**src/logic/efs_pkg.sv**
```systemverilog
// Package of register offsets, field positions, reset values and timing counts
package efs_pkg;

  // ------------------------------------------------------------
  // Clock
  // ------------------------------------------------------------
  localparam int CLK_MHZ = 250;

  // ------------------------------------------------------------
  // Register offsets
  // ------------------------------------------------------------
  localparam logic [7:0] OFS_THERMAL_SHUTDOWN = 8'h4F;
  localparam logic [7:0] OFS_THERMAL_WARNING  = 8'h51;
  localparam logic [7:0] OFS_INPUT_OV         = 8'h55;
  localparam logic [7:0] OFS_PEAK_CURRENT     = 8'hC4;
  localparam logic [7:0] OFS_PROTECTION_CFG   = 8'hC9;
  localparam logic [7:0] OFS_STATUS           = 8'hE0;

  // ------------------------------------------------------------
  // Reset values
  // ------------------------------------------------------------
  localparam logic [15:0] RST_THERMAL_SHUTDOWN = 16'h0096;
  localparam logic [15:0] RST_THERMAL_WARNING  = 16'h0082;
  localparam logic [15:0] RST_INPUT_OV         = 16'h0000;
  localparam logic [15:0] RST_PROTECTION_CFG   = 16'h0001;

  // ------------------------------------------------------------
  // Protection configuration fields
  // ------------------------------------------------------------
  localparam int CFG_RETRY_BIT  = 0;
  localparam int CFG_OC1_LVL_LO = 2;
  localparam int CFG_OC2_LVL_LO = 4;
  localparam int CFG_OC3_EN_BIT = 6;
  localparam int CFG_OC1_DLY_LO = 8;
  localparam int CFG_OC2_DLY_LO = 11;
  localparam int CFG_OC3_DLY_LO = 14;
  localparam logic [1:0] OC_LEVEL_NONE = 2'h0;

  // ------------------------------------------------------------
  // Status register fields
  // ------------------------------------------------------------
  localparam int ST_PG_BIT      = 0;
  localparam int ST_TEMP_BIT    = 1;
  localparam int ST_GOK_BIT     = 2;
  localparam int ST_INVALID_BIT = 3;
  localparam int ST_OC_BIT      = 4;
  localparam int ST_OFF_BIT     = 5;

  // ------------------------------------------------------------
  // Timing
  // ------------------------------------------------------------
  localparam int HYST_US    = 100;
  localparam int HYST_CYC   = HYST_US * CLK_MHZ;
  localparam int FC_DLY_NS  = 500;
  localparam int FC_DLY_CYC = (FC_DLY_NS * CLK_MHZ + 999) / 1000;
  localparam int DEB_MIN_US = 250;
  localparam int DEB_MAX_US = 50000;

  // Startup current limit codes, in units of 0.5 A
  localparam logic [7:0] LIM_LO_0 = 8'h0F;
  localparam logic [7:0] LIM_LO_1 = 8'h1E;
  localparam logic [7:0] LIM_LO_2 = 8'h3C;
  localparam logic [7:0] LIM_HI_0 = 8'h0A;
  localparam logic [7:0] LIM_HI_1 = 8'h14;
  localparam logic [7:0] LIM_HI_2 = 8'h28;

  typedef enum logic [1:0] {ROLE_SOLO, ROLE_MASTER, ROLE_SLAVE} efs_role_type;

endpackage

```
**src/logic/efs_oc_timer.sv**
```systemverilog
// One overcurrent level: debounce timer with hysteresis reset timer
module efs_oc_timer #(
  parameter int DEB_W  = 24,
  parameter int HYST_C = efs_pkg::HYST_CYC
) (
  // Clock and reset
  input  wire logic             clk,
  input  wire logic             rst,
  // Control
  input  wire logic             enable,
  input  wire logic [DEB_W-1:0] debounce_cyc,
  input  wire logic             over,
  input  wire logic             below_hyst,
  // Result
  output logic                  expired
);

  initial begin
    if (HYST_C < 1 || DEB_W < $clog2(HYST_C + 1)) $error("efs_oc_timer: bad parameters");
  end

  logic [DEB_W-1:0] deb_r;
  logic [DEB_W-1:0] hyst_r;
  logic             run_r;
  logic             exp_r;
  wire              hyst_done = (hyst_r >= DEB_W'(HYST_C - 1));
  wire              deb_done  = run_r && (deb_r >= debounce_cyc);

  always_ff @(posedge clk) begin
    if (rst || !enable || !run_r || !below_hyst) begin
      hyst_r <= '0;
    end else begin
      hyst_r <= hyst_r + DEB_W'(1);
    end
  end

  always_ff @(posedge clk) begin
    if (rst || !enable || (run_r && below_hyst && hyst_done)) begin
      run_r <= 1'b0;
      deb_r <= '0;
      exp_r <= 1'b0;
    end else if (run_r) begin
      deb_r <= deb_r + DEB_W'(1);
      exp_r <= exp_r | deb_done;
    end else if (over) begin
      run_r <= 1'b1;
      deb_r <= '0;
    end
  end

  assign expired = exp_r;

  a_hyst_resets_timer: assert property (@(posedge clk) disable iff (rst)
    (run_r && below_hyst && hyst_done && enable) |=> !run_r) else $error("debounce not reset");

endmodule

```
**src/logic/efs_supervisor.sv**
```systemverilog
// Fault supervisor of a hot-swap electronic fuse
//
// Overview of operation
// - Hold power-good low in soft-start until output near input and gate high.
// - Any fault or host disable drives power-good low and sets its flag.
// - After thermal retry, wait for cool below warning plus retry delay.
// - Peak current captured on overcurrent, only higher replaces, cleared on read.
// - Low input: start limit 7.5, 15, 30 A by output-to-input ratio.
// - High input: start limit 5, 10, 20 A by output-to-input ratio.
// - Once power good, arm overcurrent protection; start limit output stays active in every state.
// - Current limiting beyond timeout latches off or retries after delay.
// - At soft-start timer end, fault unless output and gate both good.
// - Severe short pulls gate low at once, then latch or retry.
// - First and second levels run together; level zero disables.
// - Each level has its own debounce time from 0.25 to 50 ms.
// - Current below hysteresis for 100 us resets the debounce timer.
// - Overcurrent expiry: solo turns off, slave reports, master commands shutdown.
// - Above warning sets temperature bit; above shutdown turns device off.
// - Thermal recovery waits for cool; latch mode also needs re-enable.
// - Shutdown threshold at or below warning threshold flags invalid data.
// - Master alone alerts on input-output short while disabled, without latching.
// - Gate-input short alerts while disabled; gate leakage asserts alert and latches or retries.
// - Slave health fault reports; master commands all devices off.
// - Gate-ok flag reports shorts when off and failed soft-start check.
// - Restart policy bit one selects retry, zero selects latch-off.
// - Latched device stays off until enable is toggled.
// - Slave ignores its restart policy bit.
module efs_supervisor #(
  parameter int RETRY_CYC = 25000000,
  parameter int CLREG_CYC = 1250000,
  parameter int SSFLT_CYC = 50000000,
  parameter int DEB_W     = 24,
  parameter int CUR_W     = 10
) (
  // Clock and reset
  input  wire logic             REF_CLK,
  input  wire logic             RST,
  // Enable and role
  input  wire logic             ON,
  input  wire logic             HOST_ENABLE,
  input  wire logic [1:0]       ROLE,
  // Analog comparators
  input  wire logic             VOUT_NEAR_VIN,
  input  wire logic             VGS_ABOVE_6V3,
  input  wire logic             VIN_ABOVE_13V2,
  input  wire logic             VOUT_ABOVE_0P4,
  input  wire logic             VOUT_ABOVE_0P8,
  input  wire logic             VOUT_ABOVE_LOW_TH,
  input  wire logic             VGS_ABOVE_GATE_TH,
  input  wire logic             IN_CURRENT_LIMIT,
  input  wire logic             SHORT_DETECT,
  input  wire logic             VOUT_ABOVE_DS_TH,
  input  wire logic             VOUT_BELOW_DS_OK,
  input  wire logic             GATE_ABOVE_DG_TH,
  input  wire logic             VIN_FAULT,
  input  wire logic [3:1]       OC_OVER,
  input  wire logic [3:1]       OC_BELOW_HYST,
  input  wire logic [CUR_W-1:0] CURRENT_MONITOR,
  input  wire logic [15:0]      DIE_TEMP,
  // Register port
  input  wire logic [7:0]       REG_ADDR,
  input  wire logic             REG_WR,
  input  wire logic             REG_RD,
  input  wire logic [15:0]      REG_WDATA,
  output logic [15:0]           REG_RDATA,
  // Power path
  output logic                  GATE_ON,
  output logic                  GATE_PULL_FAST,
  output logic [7:0]            START_LIMIT,
  output logic                  OCP_ACTIVE,
  output logic [1:0]            OC_LEVEL1,
  output logic [1:0]            OC_LEVEL2,
  // Open-drain pins, enable low while driving low
  output logic                  POWER_GOOD_OUTPUT_O,
  output logic                  POWER_GOOD_OUTPUT_OE_N,
  output logic                  ALERT_N_O,
  output logic                  ALERT_N_OE_N,
  input  wire logic             FAULT_CMD_N_I,
  output logic                  FAULT_CMD_N_O,
  output logic                  FAULT_CMD_N_OE_N,
  input  wire logic             FAULT_RPT_N_I,
  output logic                  FAULT_RPT_N_O,
  output logic                  FAULT_RPT_N_OE_N
);

  initial begin
    if (RETRY_CYC < 1 || CLREG_CYC < 1 || SSFLT_CYC < 2 || CUR_W > 16 || DEB_W < 24 ||
        RETRY_CYC > 2**26 || SSFLT_CYC > 2**26 || CLREG_CYC >= 2**22)
      $error("efs_supervisor: bad parameters");
  end

  // ------------------------------------------------------------
  // Registers
  // ------------------------------------------------------------
  logic [15:0]      tsd_r, twarn_r, inov_r, cfg_r;
  logic [CUR_W-1:0] peak_r;
  logic [15:0]      rdata_r;

  wire  is_slave  = (ROLE == 2'(efs_pkg::ROLE_SLAVE));
  wire  is_master = (ROLE == 2'(efs_pkg::ROLE_MASTER));
  // restart policy, slave defers to master
  wire  retry_mode = cfg_r[efs_pkg::CFG_RETRY_BIT] && !is_slave;
  wire  invalid_thr = (tsd_r <= twarn_r);
  wire  temp_warn   = (DIE_TEMP > twarn_r);
  wire  temp_sd     = (DIE_TEMP > tsd_r) && !invalid_thr;

  function automatic logic [DEB_W-1:0] deb_cycles(input logic [1:0] code);
    case (code)
      2'h0:    deb_cycles = DEB_W'(efs_pkg::DEB_MIN_US * efs_pkg::CLK_MHZ);
      2'h1:    deb_cycles = DEB_W'(1000 * efs_pkg::CLK_MHZ);
      2'h2:    deb_cycles = DEB_W'(10000 * efs_pkg::CLK_MHZ);
      default: deb_cycles = DEB_W'(efs_pkg::DEB_MAX_US * efs_pkg::CLK_MHZ);
    endcase
  endfunction

  // ------------------------------------------------------------
  // State machine
  // ------------------------------------------------------------
  typedef enum logic [2:0] {S_OFF, S_SOFT, S_ON, S_WAIT, S_LATCH} efs_state_type;
  efs_state_type state_r, state_nxt;

  logic [25:0] cnt_r;
  logic [21:0] cl_r;
  logic        on_d_r, pg_flag_r, gok_r, temp_bit_r, oc_flag_r, thermal_r;
  logic [7:0]  fc_dly_r;
  logic        fc_drive_r, fr_drive_r, alert_r;

  wire enabled    = ON && HOST_ENABLE;
  wire on_rise    = ON && !on_d_r;
  wire ds_short   = is_master && !enabled && VOUT_ABOVE_DS_TH;
  wire ds_blocked = ds_short || (is_master && alert_r && !VOUT_BELOW_DS_OK && !enabled);
  // gate to input short while disabled
  wire dg_short   = !enabled && GATE_ABOVE_DG_TH;
  wire pg_ok      = VOUT_NEAR_VIN && VGS_ABOVE_6V3;
  wire ss_end     = (state_r == S_SOFT) && (cnt_r >= 26'(SSFLT_CYC - 1));
  wire ss_bad     = ss_end && !(VOUT_ABOVE_LOW_TH && VGS_ABOVE_GATE_TH);
  wire gate_leak  = (state_r == S_ON) && !VGS_ABOVE_GATE_TH;
  wire cl_fault   = (cl_r >= 22'(CLREG_CYC));
  logic [3:1] oc_exp;
  wire oc_fault   = |oc_exp;
  wire health     = ss_bad || gate_leak || dg_short;
  wire own_fault  = SHORT_DETECT || cl_fault || oc_fault || temp_sd || VIN_FAULT || health;
  // master and slaves all stop on the shared command line, master reads back its own
  wire ext_fault  = (is_master || is_slave) && !FAULT_CMD_N_I;
  wire running    = (state_r == S_SOFT) || (state_r == S_ON);
  wire fault      = running && (own_fault || ext_fault);
  wire cool       = !temp_warn;

  always_comb begin
    state_nxt = state_r;
    case (state_r)
      S_OFF:   if (enabled && !ds_blocked && !dg_short && cool) state_nxt = S_SOFT;
      S_SOFT:  if (!enabled) state_nxt = S_OFF;
               else if (fault) state_nxt = retry_mode ? S_WAIT : S_LATCH;
               else if (pg_ok) state_nxt = S_ON;
      // fault or disable leaves the on state
      S_ON:    if (!enabled) state_nxt = S_OFF;
               else if (fault) state_nxt = retry_mode ? S_WAIT : S_LATCH;
      // retry waits for cool die and delay
      S_WAIT:  if (!enabled) state_nxt = S_OFF;
               else if (cnt_r >= 26'(RETRY_CYC - 1) && cool) state_nxt = S_SOFT;
      // latch released only by enable toggle
      S_LATCH: if (on_rise && cool) state_nxt = S_SOFT;
      default: state_nxt = S_OFF;
    endcase
  end

  always_ff @(posedge REF_CLK) begin
    if (RST) begin
      state_r <= S_OFF;
      cnt_r   <= '0;
    end else begin
      state_r <= state_nxt;
      cnt_r   <= (state_nxt != state_r) ? '0 : (cnt_r == '1 ? cnt_r : cnt_r + 26'(1));
    end
  end

  always_ff @(posedge REF_CLK) begin
    if (RST || !IN_CURRENT_LIMIT || !running) cl_r <= '0;
    else if (!cl_fault) cl_r <= cl_r + 22'(1);
  end

  // ------------------------------------------------------------
  // Overcurrent levels
  // ------------------------------------------------------------
  wire [1:0] lvl1 = cfg_r[efs_pkg::CFG_OC1_LVL_LO +: 2];
  wire [1:0] lvl2 = cfg_r[efs_pkg::CFG_OC2_LVL_LO +: 2];
  wire       ocp_arm = (state_r == S_ON);
  wire [3:1] oc_en;
  assign oc_en[1] = ocp_arm && (lvl1 != efs_pkg::OC_LEVEL_NONE);
  assign oc_en[2] = ocp_arm && (lvl2 != efs_pkg::OC_LEVEL_NONE);
  // third level used only with both lower levels off
  assign oc_en[3] = ocp_arm && cfg_r[efs_pkg::CFG_OC3_EN_BIT] &&
                    (lvl1 == efs_pkg::OC_LEVEL_NONE) && (lvl2 == efs_pkg::OC_LEVEL_NONE);

  for (genvar g = 1; g <= 3; g++) begin : g_oc
    localparam int DLO = (g == 1) ? efs_pkg::CFG_OC1_DLY_LO :
                         (g == 2) ? efs_pkg::CFG_OC2_DLY_LO : efs_pkg::CFG_OC3_DLY_LO;
    wire [1:0] dcode = (g == 3) ? {1'b0, cfg_r[15]} | {cfg_r[DLO], 1'b0} : cfg_r[DLO +: 2];
    efs_oc_timer #(.DEB_W(DEB_W)) u_tmr (
      .clk          (REF_CLK),
      .rst          (RST),
      .enable       (oc_en[g]),
      .debounce_cyc (deb_cycles(dcode)),
      .over         (OC_OVER[g]),
      .below_hyst   (OC_BELOW_HYST[g]),
      .expired      (oc_exp[g])
    );
  end

  // ------------------------------------------------------------
  // Fault lines, status and pins
  // ------------------------------------------------------------
  always_ff @(posedge REF_CLK) begin
    if (RST) begin
      on_d_r     <= 1'b0;
      fc_dly_r   <= '0;
      fc_drive_r <= 1'b0;
      fr_drive_r <= 1'b0;
      alert_r    <= 1'b0;
    end else begin
      on_d_r <= ON;
      // slave reports own fault on the report line
      if (running && is_slave && own_fault) fr_drive_r <= 1'b1;
      else if (state_r == S_OFF || state_r == S_SOFT && cnt_r == '0) fr_drive_r <= 1'b0;
      // master commands shutdown, at once on own fault, delayed after a slave report
      if (running && is_master && own_fault) fc_drive_r <= 1'b1;
      else if (is_master && fc_dly_r >= 8'(efs_pkg::FC_DLY_CYC - 1)) fc_drive_r <= 1'b1;
      else if (!running) fc_drive_r <= 1'b0;
      // Saturating count, so a held report keeps the command asserted
      fc_dly_r <= (is_master && !FAULT_RPT_N_I) ? ((fc_dly_r == '1) ? fc_dly_r : fc_dly_r + 8'(1)) : '0;
      // alert on health faults, not latched for input-output short
      alert_r <= ds_short || (dg_short) || (running && health) ||
                 (alert_r && (state_r == S_LATCH || state_r == S_WAIT));
    end
  end

  always_ff @(posedge REF_CLK) begin
    if (RST) begin
      pg_flag_r  <= 1'b1;
      gok_r      <= 1'b0;
      temp_bit_r <= 1'b0;
      oc_flag_r  <= 1'b0;
      thermal_r  <= 1'b0;
    end else begin
      pg_flag_r  <= (state_nxt != S_ON);
      gok_r      <= ds_short || dg_short || ss_bad || (gok_r && state_r != S_SOFT);
      // temperature bit, set wins over read clear
      temp_bit_r <= temp_warn || (temp_bit_r && !(REG_RD && REG_ADDR == efs_pkg::OFS_STATUS));
      oc_flag_r  <= (running && oc_fault) || (oc_flag_r && !(REG_RD && REG_ADDR == efs_pkg::OFS_STATUS));
      thermal_r  <= (running && temp_sd) || (thermal_r && state_r != S_SOFT);
    end
  end

  // ------------------------------------------------------------
  // Register port
  // ------------------------------------------------------------
  wire peak_rd  = REG_RD && (REG_ADDR == efs_pkg::OFS_PEAK_CURRENT);
  wire oc_entry = |(OC_OVER & oc_en);
  wire peak_up  = oc_entry && (CURRENT_MONITOR > peak_r);
  wire [15:0] status_word = 16'({thermal_r, !running, oc_flag_r, invalid_thr, gok_r, temp_bit_r, pg_flag_r});

  always_ff @(posedge REF_CLK) begin
    if (RST) begin
      tsd_r   <= efs_pkg::RST_THERMAL_SHUTDOWN;
      twarn_r <= efs_pkg::RST_THERMAL_WARNING;
      inov_r  <= efs_pkg::RST_INPUT_OV;
      cfg_r   <= efs_pkg::RST_PROTECTION_CFG;
    end else if (REG_WR) begin
      case (REG_ADDR)
        efs_pkg::OFS_THERMAL_SHUTDOWN: tsd_r   <= REG_WDATA;
        efs_pkg::OFS_THERMAL_WARNING:  twarn_r <= REG_WDATA;
        efs_pkg::OFS_INPUT_OV:         inov_r  <= REG_WDATA;
        efs_pkg::OFS_PROTECTION_CFG:   cfg_r   <= REG_WDATA;
        default: ;
      endcase
    end
  end

  // peak capture, higher peak wins over read clear, enable does not clear
  always_ff @(posedge REF_CLK) begin
    if (RST) peak_r <= '0;
    else if (peak_up) peak_r <= CURRENT_MONITOR;
    else if (peak_rd) peak_r <= '0;
  end

  always_ff @(posedge REF_CLK) begin
    if (RST) begin
      rdata_r <= '0;
    end else if (REG_RD) begin
      case (REG_ADDR)
        efs_pkg::OFS_THERMAL_SHUTDOWN: rdata_r <= tsd_r;
        efs_pkg::OFS_THERMAL_WARNING:  rdata_r <= twarn_r;
        efs_pkg::OFS_INPUT_OV:         rdata_r <= inov_r;
        efs_pkg::OFS_PEAK_CURRENT:     rdata_r <= 16'(peak_r);
        efs_pkg::OFS_PROTECTION_CFG:   rdata_r <= cfg_r;
        efs_pkg::OFS_STATUS:           rdata_r <= status_word;
        default:                       rdata_r <= '0;
      endcase
    end
  end

  // ------------------------------------------------------------
  // Outputs
  // ------------------------------------------------------------
  // start limit select
  wire [7:0] lim_lo = VOUT_ABOVE_0P8 ? efs_pkg::LIM_LO_2 : VOUT_ABOVE_0P4 ? efs_pkg::LIM_LO_1 : efs_pkg::LIM_LO_0;
  wire [7:0] lim_hi = VOUT_ABOVE_0P8 ? efs_pkg::LIM_HI_2 : VOUT_ABOVE_0P4 ? efs_pkg::LIM_HI_1 : efs_pkg::LIM_HI_0;
  logic gate_r, fast_r, ocp_r, pg_r;
  logic [7:0] lim_r;

  always_ff @(posedge REF_CLK) begin
    if (RST) begin
      gate_r <= 1'b0;
      fast_r <= 1'b0;
      ocp_r  <= 1'b0;
      pg_r   <= 1'b0;
      lim_r  <= efs_pkg::LIM_HI_0;
    end else begin
      gate_r <= (state_nxt == S_SOFT) || (state_nxt == S_ON);
      // severe short pulls the gate fast
      fast_r <= SHORT_DETECT;
      ocp_r  <= (state_nxt == S_ON);
      pg_r   <= (state_nxt == S_ON);
      lim_r  <= VIN_ABOVE_13V2 ? lim_hi : lim_lo;
    end
  end

  assign GATE_ON                = gate_r;
  assign GATE_PULL_FAST         = fast_r;
  assign START_LIMIT            = lim_r;
  assign OCP_ACTIVE             = ocp_r;
  assign OC_LEVEL1              = cfg_r[efs_pkg::CFG_OC1_LVL_LO +: 2];
  assign OC_LEVEL2              = cfg_r[efs_pkg::CFG_OC2_LVL_LO +: 2];
  assign REG_RDATA              = rdata_r;
  assign POWER_GOOD_OUTPUT_O    = 1'b0;
  assign POWER_GOOD_OUTPUT_OE_N = pg_r;
  assign ALERT_N_O              = 1'b0;
  assign ALERT_N_OE_N           = !alert_r;
  assign FAULT_CMD_N_O          = 1'b0;
  assign FAULT_CMD_N_OE_N       = !fc_drive_r;
  assign FAULT_RPT_N_O          = 1'b0;
  assign FAULT_RPT_N_OE_N       = !fr_drive_r;

  // ------------------------------------------------------------
  // Assertions
  // ------------------------------------------------------------
  a_pg_low_soft: assert property (@(posedge REF_CLK) disable iff (RST)
    (state_r == S_SOFT && !pg_ok) |=> !POWER_GOOD_OUTPUT_OE_N) else $error("pg released early");
  a_fault_drops_pg: assert property (@(posedge REF_CLK) disable iff (RST)
    (state_r == S_ON && fault) |=> !POWER_GOOD_OUTPUT_OE_N && !OCP_ACTIVE) else $error("pg high on fault");
  a_retry_waits_cool: assert property (@(posedge REF_CLK) disable iff (RST)
    (state_r == S_WAIT && !cool) |=> state_r != S_SOFT) else $error("retry while hot");
  a_peak_monotonic: assert property (@(posedge REF_CLK) disable iff (RST)
    (!peak_rd) |=> peak_r >= $past(peak_r)) else $error("peak dropped");
  a_limit_low_vin: assert property (@(posedge REF_CLK) disable iff (RST)
    (!VIN_ABOVE_13V2 && !VOUT_ABOVE_0P4 && !VOUT_ABOVE_0P8) |=> START_LIMIT == efs_pkg::LIM_LO_0) else $error("bad limit");
  a_limit_high_vin: assert property (@(posedge REF_CLK) disable iff (RST)
    (VIN_ABOVE_13V2 && VOUT_ABOVE_0P8) |=> START_LIMIT == efs_pkg::LIM_HI_2) else $error("bad limit");
  a_ocp_after_pg: assert property (@(posedge REF_CLK) disable iff (RST)
    OCP_ACTIVE |-> POWER_GOOD_OUTPUT_OE_N) else $error("ocp without pg");
  a_latch_mode: assert property (@(posedge REF_CLK) disable iff (RST)
    (state_r == S_LATCH && !on_rise) |=> state_r == S_LATCH) else $error("latch released");
  a_short_fast: assert property (@(posedge REF_CLK) disable iff (RST)
    SHORT_DETECT |=> GATE_PULL_FAST) else $error("no fast pull");
  a_invalid_flag: assert property (@(posedge REF_CLK) disable iff (RST)
    (REG_RD && REG_ADDR == efs_pkg::OFS_STATUS && invalid_thr) |=> REG_RDATA[efs_pkg::ST_INVALID_BIT]) else $error("no invalid");

endmodule

```
**config.mk**
```make
export PLATFORM = sky130hd
export DESIGN_NAME = efs_supervisor
export DESIGN_NICKNAME = d
export VERILOG_FILES = /design/src/logic/efs_pkg.sv /design/src/logic/efs_oc_timer.sv /design/src/logic/efs_supervisor.sv
export SDC_FILE = /design/constraint.sdc
export NUM_CORES = 1
export LEC_CHECK = 0
export ABC_AREA = 1
export BUFFER_PORTS_ARGS = -buffer_cell sky130_fd_sc_hd__buf_2
export CORE_MARGIN = 2
export CORE_UTILIZATION = 40
export DETAILED_ROUTE_END_ITERATION = 10
export GPL_TIMING_DRIVEN = 1
export HOLD_SLACK_MARGIN = 0.08
export SLEW_MARGIN = 20
export SYNTH_ARGS = -nofsm -noshare
export SYNTH_HDL_FRONTEND = slang
export SYNTH_SLANG_ARGS = --single-unit
```
**constraint.sdc**
```tcl
create_clock -name REF_CLK -period 5.29 [get_ports REF_CLK]
set_input_delay 0 -clock REF_CLK [delete_from_list [all_inputs] [get_ports REF_CLK]]
set_output_delay 0 -clock REF_CLK [all_outputs]
set_load 0.02 [all_outputs]
```
## Word level (Yosys, flattened, before mapping)

Index checks and enable logic that the tools add are counted.

- Register bits: 319
- Input port bits: 79
- Output and inout bits: 39
- Word-level logic and storage cells: 268

- Add/subtract/negate cells: 9
- Muxes and demuxes: 39
- $lt $le $gt $ge: 14
- Bitwise gates (word level): 6
- Equal/unequal tests: 26
- Reduce and logical (&&, ||, !) cells: 139

Operators by type and width:

| cell | count |
|---|---|
| 24-bit one-hot mux with 3 select lines | 3 |
| 24-bit by 1-bit adder with 24-bit output, second input constant | 6 |
| 24-bit two-way mux | 6 |
| 16-bit one-hot mux with 6 select lines | 1 |
| 24-bit by 15-bit greater-or-equal comparator with 1-bit output, second input constant | 3 |
| 24-bit greater-or-equal comparator | 3 |
| 1-bit logical AND | 54 |
| 1-bit logical OR | 36 |
| 8-bit == test, second input constant | 4 |
| 16-bit greater-than comparator | 2 |
| 3-bit two-way mux | 10 |
| 1-bit logical NOT | 27 |
| 26-bit by 1-bit adder with 26-bit output, second input constant | 1 |
| 26-bit == test, second input constant | 1 |
| 26-bit by 25-bit greater-or-equal comparator with 1-bit output, second input constant | 1 |
| 26-bit greater-or-equal comparator, second input constant | 1 |
| 26-bit logical NOT | 1 |
| 8-bit by 7-bit == test with 1-bit output, second input constant | 3 |
| 22-bit by 1-bit adder with 22-bit output, second input constant | 1 |
| 22-bit by 21-bit greater-or-equal comparator with 1-bit output, second input constant | 1 |
| 10-bit two-way mux | 2 |
| 6-bit two-way mux | 3 |
| 16-bit less-or-equal comparator | 1 |
| 3-bit one-hot mux with 5 select lines | 1 |
| other kinds (23) | 61 |

## Depth between registers and ports, before layout

- Depth in word-level cells: 13
- Gate-level depth with buffers: 19
- Gate-level depth less buffers: 18

## Hierarchy

A second synthesis with hierarchy kept.

- Cells, all modules: 2834
- Area total of the unflattened synthesis: 19501.2 um2

By module, submodules not included:

| module | area an instance (um2) | instances | cells each | sequential area each (um2) |
|---|---|---|---|---|
| efs_oc_timer | 3275.6 | 3 | 505 | 1001.0 |
| efs_supervisor | 9674.3 | 1 | 1319 | 3343.2 |

## Worst setup path after synthesis

No wires, ideal clock.

- Path type: flip-flop to flip-flop
- From: reg twarn_r[15]
- To: reg cnt_r[12]
- Clock period less this slack: 2169 ps
- Stages on the path, launching flop included: 17
- Data arrival time: 2096 ps
- Library setup time: 73 ps
- Slack: 3121 ps
- Buffers on the path: 1
- Data required time: 5217 ps
- Path through: dfxtp_1 -> inv_1 -> ha_1 -> nand2_1 -> inv_1 -> nand3_1 -> nor3_1 -> a21boi_0 -> o21ai_1 -> nand2_1 -> nor2_1 -> nor2_1 -> nand2_2 -> nand2_1 -> nand3_4 -> buf_6 -> nor3_2

- Word-level cells in the longest chain between the ends: 13
- Elaborated cells on any way between the ends: 24
- Those cells by class: order compare (2); eq/ne (1); mux (9); reduce/logical (12)

RTL lines:

| item | line | RTL |
|---|---|---|
| start, declared | efs_supervisor.sv:95 | `logic [15:0] tsd_r, twarn_r, inov_r, cfg_r;` |
| start signal, assigned | efs_supervisor.sv:266 | `twarn_r <= efs_pkg::RST_THERMAL_WARNING;` |
| 16-bit less-or-equal comparator | efs_supervisor.sv:103 | `wire invalid_thr = (tsd_r <= twarn_r);` |
| 1-bit logical NOT | efs_supervisor.sv:105 | `wire temp_sd = (DIE_TEMP > tsd_r) && !invalid_thr;` |
| 1-bit logical AND | efs_supervisor.sv:105 |  |
| 1-bit logical OR (3 in a row) | efs_supervisor.sv:142 | `wire own_fault = SHORT_DETECT \|\| cl_fault \|\| oc_fault \|\| temp_sd \|\| VIN_FAULT \|\| health;` |
| 1-bit logical OR | efs_supervisor.sv:146 | `wire fault = running && (own_fault \|\| ext_fault);` |
| 1-bit logical AND | efs_supervisor.sv:146 |  |
| 3-bit two-way mux, on equally long branches | efs_supervisor.sv:158, efs_supervisor.sv:154 |  |
| 3-bit two-way mux, on equally long branches | efs_supervisor.sv:157, efs_supervisor.sv:153 |  |
| 3-bit one-hot mux with 5 select lines (*) | efs_supervisor.sv:151 | `case (state_r)` |
| 3-bit inequality test (*) | efs_supervisor.sv:174 | `cnt_r <= (state_nxt != state_r) ? '0 : (cnt_r == '1 ? cnt_r : cnt_r + 26'(1));` |
| 2-bit OR reduction (no source line) (*) | -- |  |
| end signal, assigned | efs_supervisor.sv:174 |  |
| end, declared | efs_supervisor.sv:122 | `logic [25:0] cnt_r;` |

Every way passes the cells marked *; elsewhere a longest branch is shown, timed or not.
A chain may end at the register's enable or synchronous reset.

## Worst setup path in the final report

- From: in REG_ADDR[4]
- To: reg twarn_r[7]

- Word-level cells in the longest chain between the ends: 2

RTL lines:

| item | line | RTL |
|---|---|---|
| start, declared | efs_supervisor.sv:61 | `input wire logic [7:0] REG_ADDR,` |
| 8-bit by 7-bit == test with 1-bit output | efs_supervisor.sv:270 | `case (REG_ADDR)` |
| 2-bit AND reduction (no source line) | -- |  |

No other way between the ends.

==> impl_results.md <==
* Status: complete, no violations
* Sequential share of power at 44.4%
* Drt via density at 5.13
* H-tree levels at 2
* Remaining antenna violation count after routing at 0
* Routed wire per std cell at 14.4 um
* Num CTS Buffers at 38
* Maximum vdd drop at 247 uV
* TritonCTS clock tree: built
* Leakage power at 8.02 nW
* Tmin final at 3.38 ns
* Clk pwr share at 50.9%
* Most common cell in the synthesized netlist: inv_1
* Max Cap Violations at 0
* CP max stage cell: dlygate4sd3_1
* Post-synth EDFFs at 0
* Layout cell share with drive strength beyond 1 at 10.8%
* Worst path cell trace: dlygate4sd3_1, buf_2, inv_1, nor3_1, dlygate4sd3_1, nand3_1, dlygate4sd3_1, nor2_1, dlygate4sd3_1, o21ai_0, dlygate4sd3_1
* Measured slew at the worst slew-check pin at 1.03 ns
* Vias in the first global route at 15700
* Synth top cells by count: 368 x inv_1, 360 x nand2_1, 317 x dfxtp_1, 257 x nor2_1, 212 x a21oi_1
* Most frequent CP cell: dlygate4sd3_1
* Asr flop ratio synth at 0%
* Pre-CTS setup slack at 2.26 ns
* Register area share after synthesis at 35.5%
* Worst-path fanout max at 3
* Startpoint Class: input port
* Clk_skew at 0.0287 ns
* Final period util at 63.9%
* Final #Nets at 2811
* Die Wd at 215 um
* Worst Path Required at 5.73 ns
* Fin Setup TNS at 0 ns
* Final Hold Viols at 0
* Comb pwr share at 4.6%
* Psw at 0.00124 W
* DRC viols at 0
* Io pins at 118
* Clock Latency Late Sink at 0.55 ns
* Global-route wire length before repair at 77700 um
* TritonRoute pass-1 iters at 5
* Setup violators final at 0
* Port bufs at 110
* Reg clk slew, reported paths at 0.06 ns
* Worst path bufs/invs at 7
* Synth top area cells: dfxtp_1 36%, ha_1 10%, inv_1 7.7%
* Crit path max-delay family: buffers and inverters
* Clock root cell: clkbuf_16
* Overall power at 0.00542 W
* Site Rows at 77
* Post-CTS Resized at 0
* Core Area at 44100 um^2
* Pint at 0.00418 W
* Cells after Synth at 2434
* Slew Limit Fails at 0
* CP max stage delay at 0.70 ns
* Max Root-Sink Buffers at 3
* Via count at 16500
* Worst hold path type: in -> reg
* Gr usage total at 20.0%
* Initial antenna violation count at 6
* Setup ws final at 1.91 ns
* Largest net degree at the start of global routing at 56
* Fmax achieved at 296 MHz
* Post-Syn Area at 17900 um^2
* Post-DP HPWL at 33900 um
* Fin area at 20900 um^2
* Power density cells at 260 nW/um^2
* Clock sinks at 317
* Post-synth top area cell: dfxtp_1
* Drt total wl at 46300 um
* Seq cells post-synth at 317
* Worst relative slew slack at 31.4%
* Post-synthesis area per instance at 7.34 um^2
* Full die area at 46400 um^2
* Synth Flop Type: dfxtp_1
* Area share of the largest cell type after synthesis at 35.5%
* Layout area overhead at 16.8%
* DP Area at 18900 um^2
* Starting density of the core at 40.5%
* Switching Fraction at 22.9%
* Synth warn at 0
* RD Place Congestion at 0.923
* RSZ-0062 raised after global routing: false
* Yosys cell types at 62
* Die H at 215 um
* Number of DRC markers in iteration 0 at 1200
* CP Capture Type: flop
* CP Class: in -> reg
* Worst EP arrival at 3.82 ns
* Congestion Overflow GR at 0
## worst reg2reg max path, delay by kind of cell, from the launching register on
kind	cells	cell delay, ns
AO/OA/AOI/OAI	4	0.99
adder cells (fa/ha/maj)	1	0.30
buffers and inverters	1	0.09
flip-flops	1	0.32
AND/OR/NAND/NOR	7	1.25
## cells by family after synthesis
logic type | count (synthesis) | share of synthesized area, %
AOI/OAI and AO/OA | 514 | 16.7
adders and majority gates | 143 | 10.0
DFF | 317 | 35.5
other | 1 | 0.0210
and+or+nand+nor | 970 | 25.8
xor gates and xnor gates | 43 | 2.11
buffers and inverters | 446 | 9.86
## timing repair
action / 4_1_cts / 5_1_grt
hold buffers: 69 / 0
hold endpoints to repair: 151 / 0
setup buffers: 0 / 0
## registers in the layout (all words and copies together) (netlist names), 22 cells and up
signal	flops
g_oc.u_tmr.hyst_r	72
g_oc.u_tmr.deb_r	72
cnt_r	26
cl_r	22
## per-layer routing
| metal | up-vias | GRT usage [%] | part of all wire, % |
|---|---|---|---|
| li1 | 8486 | - | - |
| met1 | 7569 | 26.4 | 47 |
| met2 | 362 | 33.0 | 45 |
| met3 | 71 | 3.96 | 5.2 |
| met4 | 4 | 5.66 | 2.5 |
| met5 | - | 0 | 0.052 |
## worst paths after layout
check	from	to	slack, ns	depth (start not counted)
worst min register to register	g_oc[3].u_tmr.hyst_r[0]	g_oc[3].u_tmr.hyst_r[0]	0.44	1
worst max-delay path	REG_ADDR[4]	twarn_r[7]	1.91	11
worst max register to register	twarn_r[5]	cnt_r[0]	2.25	13
worst min-delay path	REG_ADDR[2]	REG_RDATA[0]	0.12	4
## final cells by class
class / instances / area, um^2
fillers: 4476 / 23300
multi-input cells: 1676 / 9790
flip-flops and latches: 317 / 6350
inverters: 375 / 1410
repair buffers: 181 / 1260
clock buffers: 52 / 1110
well taps: 592 / 741
clock inverters: 17 / 206
diodes: 4 / 10.0
## through the flow
stage | hold WS, ns | utilization, % | cells
4_1_cts | 0.0873 | 47.3 | 3210
6_report | 0.120 | 47.3 | 3214
3_3_place_gp | 0.217 | 42.7 | 3072
3_5_place_dp | 0.228 | 42.7 | 3072
5_1_grt | 0.140 | 47.3 | 3214
2_1_floorplan | 0.0764 | - | 2439
## layout by cell type (no fill, tap or decap), drive strengths merged, types with 8 or more instances in the layout
master       Yosys  final
clkinv           1      8
nor4            30     30
a22oi            8      8
or2             11     11
a221oi           9      9
ha             143    143
nand3b           8      8
nand4           51     51
nand2          376    376
clkbuf          49     52
buf             22    112
xor2            39     39
inv            374    376
a211oi          47     47
nor3           101    101
dlygate4sd3      0     69
o22ai           36     36
nand3          102    102
dfxtp          317    317
a31oi           11     11
nor2           278    278
a21oi          213    213
o21ai          135    135
o21a            13     13
o211ai          12     12
## power groups by stage
stage / registers, W / logic (W) / clock network (W)
finish: 0.00241 / 0.000252 / 0.00276
global route: 0.00241 / 0.000279 / 0.00292
CTS: 0.00241 / 0.000250 / 0.00282
detailed placement: 0.00246 / 0.000212 / 0
global placement: 0.00246 / 0.000208 / 0
floorplan: 0.00246 / 0.000120 / 0
(Power assumes the default switching activity.)
